`config.mk`:
```
export PLATFORM = sky130hd
export DESIGN_NAME = mri_top
export DESIGN_NICKNAME = d
export VERILOG_FILES = /design/src/core/mri_pkg.sv /design/src/core/mri_top.sv
export SDC_FILE = /design/constraint.sdc
export NUM_CORES = 1
export LEC_CHECK = 0
export BUFFER_PORTS_ARGS = -buffer_cell sky130_fd_sc_hd__buf_2
export CAP_MARGIN = 0
export CORE_MARGIN = 5
export CORE_UTILIZATION = 57
export DETAILED_ROUTE_END_ITERATION = 12
export PLACE_DENSITY = 0.78
export SYNTH_ARGS = -nofsm -noshare
export SYNTH_HDL_FRONTEND = slang
export SYNTH_SLANG_ARGS = --single-unit
```
`constraint.sdc`:
```
create_clock -name I_CORE_CLK -period 13 [get_ports I_CORE_CLK]
set_input_delay 2.6 -clock I_CORE_CLK [delete_from_list [all_inputs] [get_ports I_CORE_CLK]]
set_output_delay 2.6 -clock I_CORE_CLK [all_outputs]
set_load 0.005 [all_outputs]
```
`src/core/mri_pkg.sv`:
```
// constants, types and register map of the motor restart inhibit block
package mri_pkg;

  localparam int          CUR_W        = 16;
  localparam int          SLOTS        = 20;   // most starts ever counted
  localparam logic [4:0]  MAX_LO       = 5'h01;
  localparam logic [4:0]  MAX_HI       = 5'h14;
  localparam logic [9:0]  IVL_HI       = 10'h3E8; // 100.0 min in tenths
  localparam int          PCT_LOW      = 10;   // stop level, percent of nominal

  // timebase: one tick every 0.1 min
  localparam longint      TENTH_MIN_NS = 64'd6_000_000_000;
  localparam longint      CLK_PERIOD_NS = 64'd100;
  localparam longint      TICK_CYCLES_DEF = TENTH_MIN_NS / CLK_PERIOD_NS;
  localparam int          HOUR_MIN     = 60;
  localparam int          ELAP_MIN     = 120;
  localparam logic [9:0]  HOUR_TICKS   = 10'(HOUR_MIN * 10);
  localparam logic [10:0] ELAP_SAT     = 11'(ELAP_MIN * 10);

  // register indices
  localparam logic [3:0]  REG_MAX      = 4'h0;
  localparam logic [3:0]  REG_IVL      = 4'h1;
  localparam logic [3:0]  REG_THRESH   = 4'h2;
  localparam logic [3:0]  REG_NOMINAL  = 4'h3;
  localparam logic [3:0]  REG_STATUS   = 4'h4;
  localparam logic [3:0]  REG_ELAPSED  = 4'h5;

  // status field positions
  localparam int          ST_RUN       = 8;
  localparam int          ST_INH       = 9;
  localparam int          ST_ALM       = 10;
  localparam int          ST_STRAP     = 11;

  // reset values
  localparam logic [4:0]  MAX_RST      = 5'h03;
  localparam logic [9:0]  IVL_RST      = 10'h000;
  localparam logic [15:0] THRESH_RST   = 16'h0200;
  localparam logic [15:0] NOMINAL_RST  = 16'h0100;
  localparam logic [1:0]  INIT_DONE    = 2'h3;   // strap taken at the third edge after reset

  typedef struct packed {
    logic [CUR_W-1:0] a;
    logic [CUR_W-1:0] b;
    logic [CUR_W-1:0] c;
  } mri_phase_t;

  typedef struct packed {
    logic                    strap_s1;
    logic                    strap_s2;
    logic [1:0]              init;
    logic                    strap;
    logic [31:0]             tick_cnt;
    logic                    armed;
    logic                    running;
    logic [SLOTS-1:0][9:0]   ages;
    logic [4:0]              wr_ptr;
    logic [10:0]             elapsed;
    logic [4:0]              max_starts;
    logic [9:0]              ivl_set;
    logic [CUR_W-1:0]        thresh;
    logic [CUR_W-1:0]        nominal;
    logic                    inhibit;
    logic                    alarm;
    logic [15:0]             rdata;
  } mri_state_t;

endpackage

```
`src/core/mri_top.sv`:
```
// motor restart inhibit: start detection, sliding hourly count, interval timer
`timescale 1ns/100ps
module mri_top #(
  parameter int unsigned TICK_CYCLES = 32'(mri_pkg::TICK_CYCLES_DEF)
) (
  input  wire logic               I_CORE_CLK,
  input  wire logic               I_RESET,
  input  wire mri_pkg::mri_phase_t I_PHASE,
  input  wire logic               I_DEF_ELAP_ZERO,
  input  wire logic [3:0]         I_ADDR,
  input  wire logic [15:0]        I_WDATA,
  input  wire logic               I_WR,
  input  wire logic               I_RD,
  output logic      [15:0]        O_RDATA,
  output logic                    O_INHIBIT,
  output logic                    O_ALARM,
  output logic                    O_RUNNING
);
  import mri_pkg::*;

  if (TICK_CYCLES < 1) begin : g_bad_tick
    $error("TICK_CYCLES must be at least one");
  end

  // the whole block state lives in one struct: one comb process builds the
  // next copy, one clocked process registers it, so nothing is half updated
  // limitation: phase magnitudes are taken unsynchronised; they must come
  // from logic on this clock, not straight from converter pins
  mri_state_t st;
  mri_state_t next_st;

  // number of starts still inside the one-hour window
  function automatic logic [4:0] live_count(input logic [SLOTS-1:0][9:0] ages);
    logic [4:0] n;
    n = 5'h00;
    for (int i = 0; i < SLOTS; i++) begin
      if (ages[i] != 10'h000) begin
        n = n + 5'h01;
      end
    end
    return n;
  endfunction

  // largest of two magnitudes
  function automatic logic [CUR_W-1:0] maxof(input logic [CUR_W-1:0] x, input logic [CUR_W-1:0] y);
    return (x > y) ? x : y;
  endfunction

  logic [CUR_W-1:0] cur_max;
  logic [CUR_W+3:0] cur_x10;
  logic             cur_low;
  logic             start_ev;
  logic             tick;
  logic [4:0]       cnt;
  logic             ivl_active;

  // detection levels from the largest phase; x10 avoids a divider
  always_comb begin
    cur_max = maxof(maxof(I_PHASE.a, I_PHASE.b), I_PHASE.c);
    // low means max * (100 / PCT_LOW) < nominal, i.e. under PCT_LOW percent
    cur_x10 = (CUR_W+4)'(cur_max) * (CUR_W+4)'(100 / PCT_LOW);
    cur_low = cur_x10 < (CUR_W+4)'(st.nominal);
    start_ev = st.armed && !st.running && (cur_max > st.thresh);
    tick = st.tick_cnt == TICK_CYCLES - 1;
    cnt = live_count(st.ages);
    // a zero interval switches the interval check off
    ivl_active = (st.ivl_set != 10'h000) && (st.elapsed < {1'b0, st.ivl_set});
  end

  // whole next state
  always_comb begin
    next_st = st;
    // strap passes two flip-flops before it is read
    next_st.strap_s1 = I_DEF_ELAP_ZERO;
    next_st.strap_s2 = st.strap_s1;
    // strap caught once, after reset release, when the synchroniser has settled
    if (st.init != INIT_DONE) begin
      next_st.init = st.init + 2'h1;
      if (st.init == INIT_DONE - 2'h1) begin
        next_st.strap = st.strap_s2;
        next_st.elapsed = st.strap_s2 ? 11'h000 : ELAP_SAT;
      end
    end

    // timebase: one tick per tenth of a minute; ages and the elapsed counter
    // move on the same tick, so the hour and the interval stay aligned
    next_st.tick_cnt = tick ? 32'h0000_0000 : st.tick_cnt + 32'h0000_0001;
    if (tick) begin
      for (int i = 0; i < SLOTS; i++) begin
        if (st.ages[i] != 10'h000) begin
          next_st.ages[i] = st.ages[i] - 10'h001;
        end
      end
      if (st.elapsed < ELAP_SAT) begin
        next_st.elapsed = st.elapsed + 11'h001;
      end
    end

    // arming needs low current seen while stopped, so a running motor at
    // power-up is not miscounted as a fresh start
    if (!st.running && cur_low) begin
      next_st.armed = 1'b1;
    end
    if (start_ev) begin
      next_st.running = 1'b1;
      next_st.armed = 1'b0;
      // oldest slot is overwritten; in a full ring it is the one nearest expiry
      next_st.ages[st.wr_ptr] = HOUR_TICKS;
      next_st.wr_ptr = (st.wr_ptr == 5'(SLOTS - 1)) ? 5'h00 : st.wr_ptr + 5'h01;
      next_st.elapsed = 11'h000;
    end else if (st.running && cur_low) begin
      next_st.running = 1'b0;
    end

    // outputs, one cycle behind the count and elapsed values they follow;
    // a start past the limit is still counted, the inhibit is only advisory
    next_st.inhibit = (cnt >= st.max_starts) || ivl_active;
    next_st.alarm = (cnt != 5'h00) && (cnt == st.max_starts - 5'h01);

    // single settings set; out-of-range writes are dropped whole
    if (I_WR) begin
      case (I_ADDR)
        REG_MAX: begin
          if (I_WDATA[4:0] >= MAX_LO && I_WDATA[4:0] <= MAX_HI && I_WDATA[15:5] == 11'h000) begin
            next_st.max_starts = I_WDATA[4:0];
          end
        end
        REG_IVL: begin
          if (I_WDATA[9:0] <= IVL_HI && I_WDATA[15:10] == 6'h00) begin
            next_st.ivl_set = I_WDATA[9:0];
          end
        end
        REG_THRESH:  next_st.thresh = I_WDATA;
        REG_NOMINAL: next_st.nominal = I_WDATA;
        default: begin
        end
      endcase
    end

    // read data valid in the cycle after the strobe only
    next_st.rdata = 16'h0000;
    if (I_RD) begin
      case (I_ADDR)
        REG_MAX:     next_st.rdata = {11'h000, st.max_starts};
        REG_IVL:     next_st.rdata = {6'h00, st.ivl_set};
        REG_THRESH:  next_st.rdata = st.thresh;
        REG_NOMINAL: next_st.rdata = st.nominal;
        REG_STATUS: begin
          next_st.rdata[4:0] = cnt;
          next_st.rdata[ST_RUN] = st.running;
          next_st.rdata[ST_INH] = st.inhibit;
          next_st.rdata[ST_ALM] = st.alarm;
          next_st.rdata[ST_STRAP] = st.strap;
        end
        REG_ELAPSED: next_st.rdata = {5'h00, st.elapsed};
        default:     next_st.rdata = 16'h0000;
      endcase
    end
  end

  // state register
  // synchronous reset; settings return to defaults and all ages are cleared
  always_ff @(posedge I_CORE_CLK) begin
    if (I_RESET) begin
      next_st_reset: begin
        st <= '0;
        st.elapsed <= ELAP_SAT;
        st.max_starts <= MAX_RST;
        st.ivl_set <= IVL_RST;
        st.thresh <= THRESH_RST;
        st.nominal <= NOMINAL_RST;
      end
    end else begin
      st <= next_st;
    end
  end

  assign O_RDATA = st.rdata;
  assign O_INHIBIT = st.inhibit;
  assign O_ALARM = st.alarm;
  assign O_RUNNING = st.running;
endmodule

```
=== Yosys cells after proc, flatten, opt, wreduce, memory -nomap -nowiden ===
Index checks and enable logic that the tools add are counted.

* Input port bits: 73
* Register bits: 320
* Output and inout port bits: 19
* Word-level logic and storage cells: 212

* Muxes and demuxes: 58
* Reductions and logical operators: 46
* Eq/ne operators: 10
* Magnitude comparators: 12
* Bitwise gates (word level): 4
* Add/subtract/negate cells: 44
* Multipliers: 1

{| class="wikitable"
|+ Operators by type and width
! operator !! number
|-
| $mux 216 || 1
|-
| $mux 10 || 21
|-
| $reduce_bool 10->1 || 21
|-
| $mux 200 || 1
|-
| $sub 10x1->10 const B || 20
|-
| $and 120x120->120 || 1
|-
| $not 120->120 || 1
|-
| $add 5x1->5 const B || 20
|-
| $mux 5 || 20
|-
| $or 80x80->80 || 1
|-
| $mux 11 || 5
|-
| $demux 10 s5 || 1
|-
| $gt 16x16->1 || 3
|-
| $add 32x1->32 const B || 1
|-
| $eq 32x26->1 const B || 1
|-
| $mux 16 || 2
|-
| $pmux 5 s6 || 1
|-
| $lt 20x16->1 || 1
|-
| $pmux 4 s5 || 1
|-
| $mul 16x3->19 const B || 1
|-
| $pmux 3 s4 || 1
|-
| $add 11x1->11 const B || 1
|-
| $logic_not 11->1 || 1
|-
| $lt 11x10->1 || 1
|-
| other kinds (28) || 47
|}

=== Depth between registers and ports, before layout ===
* Word-level depth: 42
* Mapped depth: 81
* Gate-level depth less buffers: 78

=== Worst setup path before layout ===
Ideal clock, no wire load.

* Path kind: register to register
* From: register st[81] in the netlist's numbering
* To: register st, in the netlist O_INHIBIT
* Cell stages (with the launch flop): 80
* Path buffers: 2
* Clock period less this slack: 13733 ps
* Setup time: 128 ps
* Required time: 12872 ps
* Arrival: 13605 ps
* Slack: -733 ps
* Cells stage by stage: dfxtp_1 inv_1 ha_1 nor3b_1 and3_1 clkbuf_1 inv_1 ha_1 clkbuf_1 or4_4 and2_1 ha_1 nand2b_1 o21ai_0 xnor2_1 a21oi_1 ha_1 o31ai_1 [... 44 more ...] ha_1 xor2_1 xnor3_1 o211ai_1 a31oi_1 ha_1 nand2_1 nand2_1 ha_1 nand2_1 o211a_1 mux2_2 o22ai_1 a31oi_1 xnor2_1 ha_1 a221oi_1 nor2_1

* Word-level cells in the longest chain between the ends: 42

{| class="wikitable"
|+ Ends and longest elaborated chain
! item !! RTL line !! RTL
|-
| start, declared || mri_top.sv:29 || <nowiki>mri_state_t st;</nowiki>
|-
| start signal, assigned || mri_top.sv:174 || <nowiki>st <= next_st;</nowiki>
|-
| $reduce_bool 10->1 * || mri_top.sv:37 || <nowiki>if (ages[i] != 10'h000) begin</nowiki>
|-
| $mux 1 * || mri_top.sv:37 ||
|-
| $add 5x1->5 || mri_top.sv:38 || <nowiki>n = n + 5'h01;</nowiki>
|-
| $mux 5 * || mri_top.sv:37 ||
|-
| $add 5x1->5 || mri_top.sv:38 ||
|-
| $mux 5 * || mri_top.sv:37 ||
|-
| $add 5x1->5 || mri_top.sv:38 ||
|-
| $mux 5 * || mri_top.sv:37 ||
|-
| [... 26 more ...] || -- ||
|-
| $add 5x1->5 || mri_top.sv:38 ||
|-
| $mux 5 * || mri_top.sv:37 ||
|-
| $add 5x1->5 || mri_top.sv:38 ||
|-
| $mux 5 * || mri_top.sv:37 ||
|-
| $add 5x1->5 || mri_top.sv:38 ||
|-
| $mux 5 * || mri_top.sv:37 ||
|-
| $ge 5x5->1 * || mri_top.sv:117 || <nowiki>next_st.inhibit = (cnt >= st.max_starts) || ivl_active;</nowiki>
|-
| $logic_or 1x1->1 * || mri_top.sv:117 ||
|}

Mark *: on every way between the ends. The rest lies on a longest branch, timed or not.
A chain may end at the register's enable or synchronous reset.

=== Worst setup path in the final report ===
* From: register st[94] in the netlist's numbering
* To: register st, in the netlist O_INHIBIT

* Word-level cells in the longest chain between the ends: 40

{| class="wikitable"
|+ Ends and longest elaborated chain
! item !! RTL line
|-
| $reduce_bool 10->1 * || mri_top.sv:37
|-
| $mux 5 * || mri_top.sv:37
|-
| $add 5x1->5 || mri_top.sv:38
|-
| $mux 5 * || mri_top.sv:37
|-
| $add 5x1->5 || mri_top.sv:38
|-
| $mux 5 * || mri_top.sv:37
|-
| $add 5x1->5 || mri_top.sv:38
|-
| $mux 5 * || mri_top.sv:37
|-
| [... 24 more ...] || --
|-
| $add 5x1->5 || mri_top.sv:38
|-
| $mux 5 * || mri_top.sv:37
|-
| $add 5x1->5 || mri_top.sv:38
|-
| $mux 5 * || mri_top.sv:37
|-
| $add 5x1->5 || mri_top.sv:38
|-
| $mux 5 * || mri_top.sv:37
|-
| $ge 5x5->1 * || mri_top.sv:117
|-
| $logic_or 1x1->1 * || mri_top.sv:117
|}

Marks and branches as above.

==> key figures <==
Status
  • Status: complete, but fails checks
  • Failing checks: setup timing

Die
  • DIE WIDTH: 202 microns
  • Die area: 40900 sq um
  • I/O pins: 92
  • Die Y: 202 microns
  • FP Rows: 70
  • Starting Density: 57.7%
  • Total core area: 36500 sq um

Cells and area
  • Fin util: 65.8%
  • Nets@finish: 2966
  • Most frequent cells in the layout: dfxtp_1 (314), nor2_1 (307), nand2_1 (250), a21oi_1 (218), xnor2_1 (153)
  • Post-Layout Inst Area: 24000 sq um
  • Most common cell after layout, fill and taps aside: dfxtp_1
  • Share of layout cells above drive strength 1: 13.7%
  • Synth-to-Final Area Change: 14.1%

Flow run
  • MaxCap Viol Count: 0

Clock tree
  • Clk slew on worst S/H paths: 60 ps
  • H-tree levels: 2
  • Clock sink count: 320
  • Clk_lat worst skew: 540 ps
  • CTS Root Cell: clkbuf_16
  • Clock buffer depth: 3
  • TritonCTS clock tree: built
  • CTS Buf Count: 38

Logic synthesis
  • #FFs+latches synth: 320
  • Post-synthesis async set-or-reset flop share: 0%
  • Netlist Area Pre-Place: 21100 sq um
  • Number of flops mapped to enable cells by yosys: 0
  • Yosys Warn Count: 0
  • Syn avg cell area: 8.00 sq um
  • Post-synthesis sequential area ratio: 30.4%
  • Cells after Synth: 2633
  • Synth cell types: 104
  • Syn_nets: 2858
  • Top FF cell, synth: dfxtp_1

Worst setup path
  • CP endpoint kind: register
  • Setup crit start kind: register
  • R2R setup slack: -60 ps
  • Worst r2r src: st[94]
  • CP delay by family, top: compound AO/OA/AOI/OAI gates
  • CP max stage delay: 490 ps
  • Critical Path Fanout Max: 3
  • Buf/Inv on CP: 6
  • Crit path from: st[94]
  • R2R depth: 76
  • Worst EP arrival: 13460 ps
  • CP max stage cell: or4_4
  • Worst reg2reg endpoint: O_INHIBIT
  • End of the critical path: O_INHIBIT
  • WP depth: 76
  • Kind of critical path: reg -> reg
  • CP dominant cell by count: ha_4
  • Req. time, crit path: 13400 ps

Place
  • Count of buffers from port buffering: 91
  • Placed cell area: 22100 sq um
  • Gpl congestion: 0.930
  • Dpl hpwl: 38200 microns

Global routing
  • Wire length of the first global-routing pass: 87800 microns
  • Number of global-route vias before repair: 18374
  • Initial antenna violation count: 3
  • Pin count of the biggest net entering global routing: 75
  • Gr ovfl total: 0
  • Total GRT Usage: 24.8%

Drt
  • Routed Antenna Nets: 0
  • Drt first pass iters: 6
  • DR vias: 19338
  • Post-route DRC violation count: 0
  • Final WL: 53400 microns
  • Via-per-instance ratio: 5.97
  • Routed length per placed instance: 16.5 microns
  • Iter 0 DRT Violations: 1601

STA
  • Fin. max-slew vios: 0
  • Final min period: 13060 ps
  • RSZ-0062 raised after global routing: yes
  • Hold Slack: 461 ps
  • Period utilization: 100%
  • Worst-margin pin slew: 1260 ps
  • Skew final: 16.0 ps
  • Fin. Hold Viols: 0
  • Relative slew slack: 15.3%
  • Fmax: 76.6 MHz
  • Setup violators final: 1
  • Setup ws final: -59.6 ps

Worst hold path
  • Hold/Removal Path Class: reg -> reg

Pwr
  • Worst vdd ir: 0.105 mV
  • Power, Total: 2.80 mW
  • PwrDens: 116 nW/um^2
  • P_leak: 9.42 nW
-- stage by stage --
step | std cells | TNS, ps | worst slack (ps)
6_report | 3240 | -59.6 | -59.6
3_3_place_gp | 3128 | 0 | 218
2_1_floorplan | 2633 | 0 | 0.452
5_1_grt | 3240 | -1920 | -686
4_1_cts | 3221 | 0 | 9.31
3_5_place_dp | 3128 | -628 | -326
-- where the power goes --
group | internal (mW) | total (mW) | switching (mW)
logic | 0.326 | 0.692 | 0.367
registers | 0.990 | 1.00 | 0.0104
clock network | 0.678 | 1.11 | 0.428
-- worst register-to-register path: cells and delay by family, from the launching register on --
family,cells,cell delay (ps)
adder cells (fa/ha/maj),11,2740
buffers and inverters,6,420
AO/OA/AOI/OAI,28,4150
XOR/XNOR,7,1250
flip-flops,1,330
AND/OR/NAND/NOR,23,3800
multiplexers,1,270
-- sequential cells by signal (all words and copies together) (netlist names) --
| signal | count |
|---|---|
| O_RDATA | 16 |
| st | 300 |
| next_st | 1 |
| O_INHIBIT | 1 |
| O_ALARM | 1 |
| O_RUNNING | 1 |
-- Yosys cell counts (11+ instances only) --
cell      number  area share, %
a211oi_1      20           0.71
a21o_1        14           0.50
a21oi_1      223            5.3
a222oi_1      12           0.57
a22oi_1       13           0.46
a31oi_1       33           0.98
and2_1        17           0.50
and3_1        31           0.92
buf_4         16           0.57
clkbuf_1      85            1.5
dfxtp_1      320             30
ha_1         151            9.0
inv_1        149            2.7
mux2i_1       29            1.4
nand2_1      256            4.6
nand2b_1      51            1.5
nand3_1       63            1.5
nand3b_1      14           0.50
nand4_1       24           0.71
nand4b_1      11           0.46
nor2_1       308            5.5
nor2b_1       36            1.1
nor3_1        83            2.0
nor3b_1       28            1.0
nor4_1        55            1.6
nor4b_1       12           0.50
o21a_1        21           0.75
o21ai_0       91            2.2
or3_1         36            1.1
or4_1         29            1.0
xnor2_1      155            6.4
xor2_1        82            3.4
-- kinds of logic after synthesis --
family | count (synthesis) | synth area share, %
AO/OA/AOI/OAI | 512 | 15.4
XOR/XNOR | 257 | 12.0
adder cells (fa/ha/maj) | 152 | 9.06
buffers and inverters | 265 | 5.14
flip-flops | 320 | 30.4
multiplexers | 35 | 1.77
AND/OR/NAND/NOR | 1092 | 26.2
-- metal layers --
metal | track usage, % | share of wire (%) | up-vias
met5 | 0 | 0 | -
li1 | - | - | 9468
met4 | 6.96 | 2.3 | 0
met3 | 3.80 | 7.4 | 98
met1 | 32.9 | 43 | 9071
met2 | 42.2 | 47 | 701
-- repair_timing --
action,CTS,global route
buffers inserted,25,17
resized for setup,26,44
hold buffers,0,0
endpoints found under the setup margin,3,6
pin swaps,33,41
-- final cells by class --
cell class                      instances  area (sq um)
Antenna cell                            3          7.51
Clock buffer                           51          1100
Clock inverter                         17           201
Fill cell                            2944         12500
Inverter                              153           586
Multi-Input combinational cell       2048         14000
Sequential cell                       320          6410
Tap cell                              468           586
Timing Repair Buffer                  180          1130
-- worst min-delay path by stage --
| stage | start | endpoint | slack, ps | depth (start not counted) |
|---|---|---|---|---|
| final | st[283] | st[283] | 460 | 1 |
| after global routing | st[38] | st[38] | 500 | 2 |
| after CTS | st[283] | st[283] | 470 | 1 |
| after detailed placement | st[283] | st[283] | 450 | 1 |
| after global placement | st[283] | st[283] | 440 | 1 |
| after floorplan | next_st[318] | st[318] | 410 | 1 |
(Power assumes the default switching activity.)
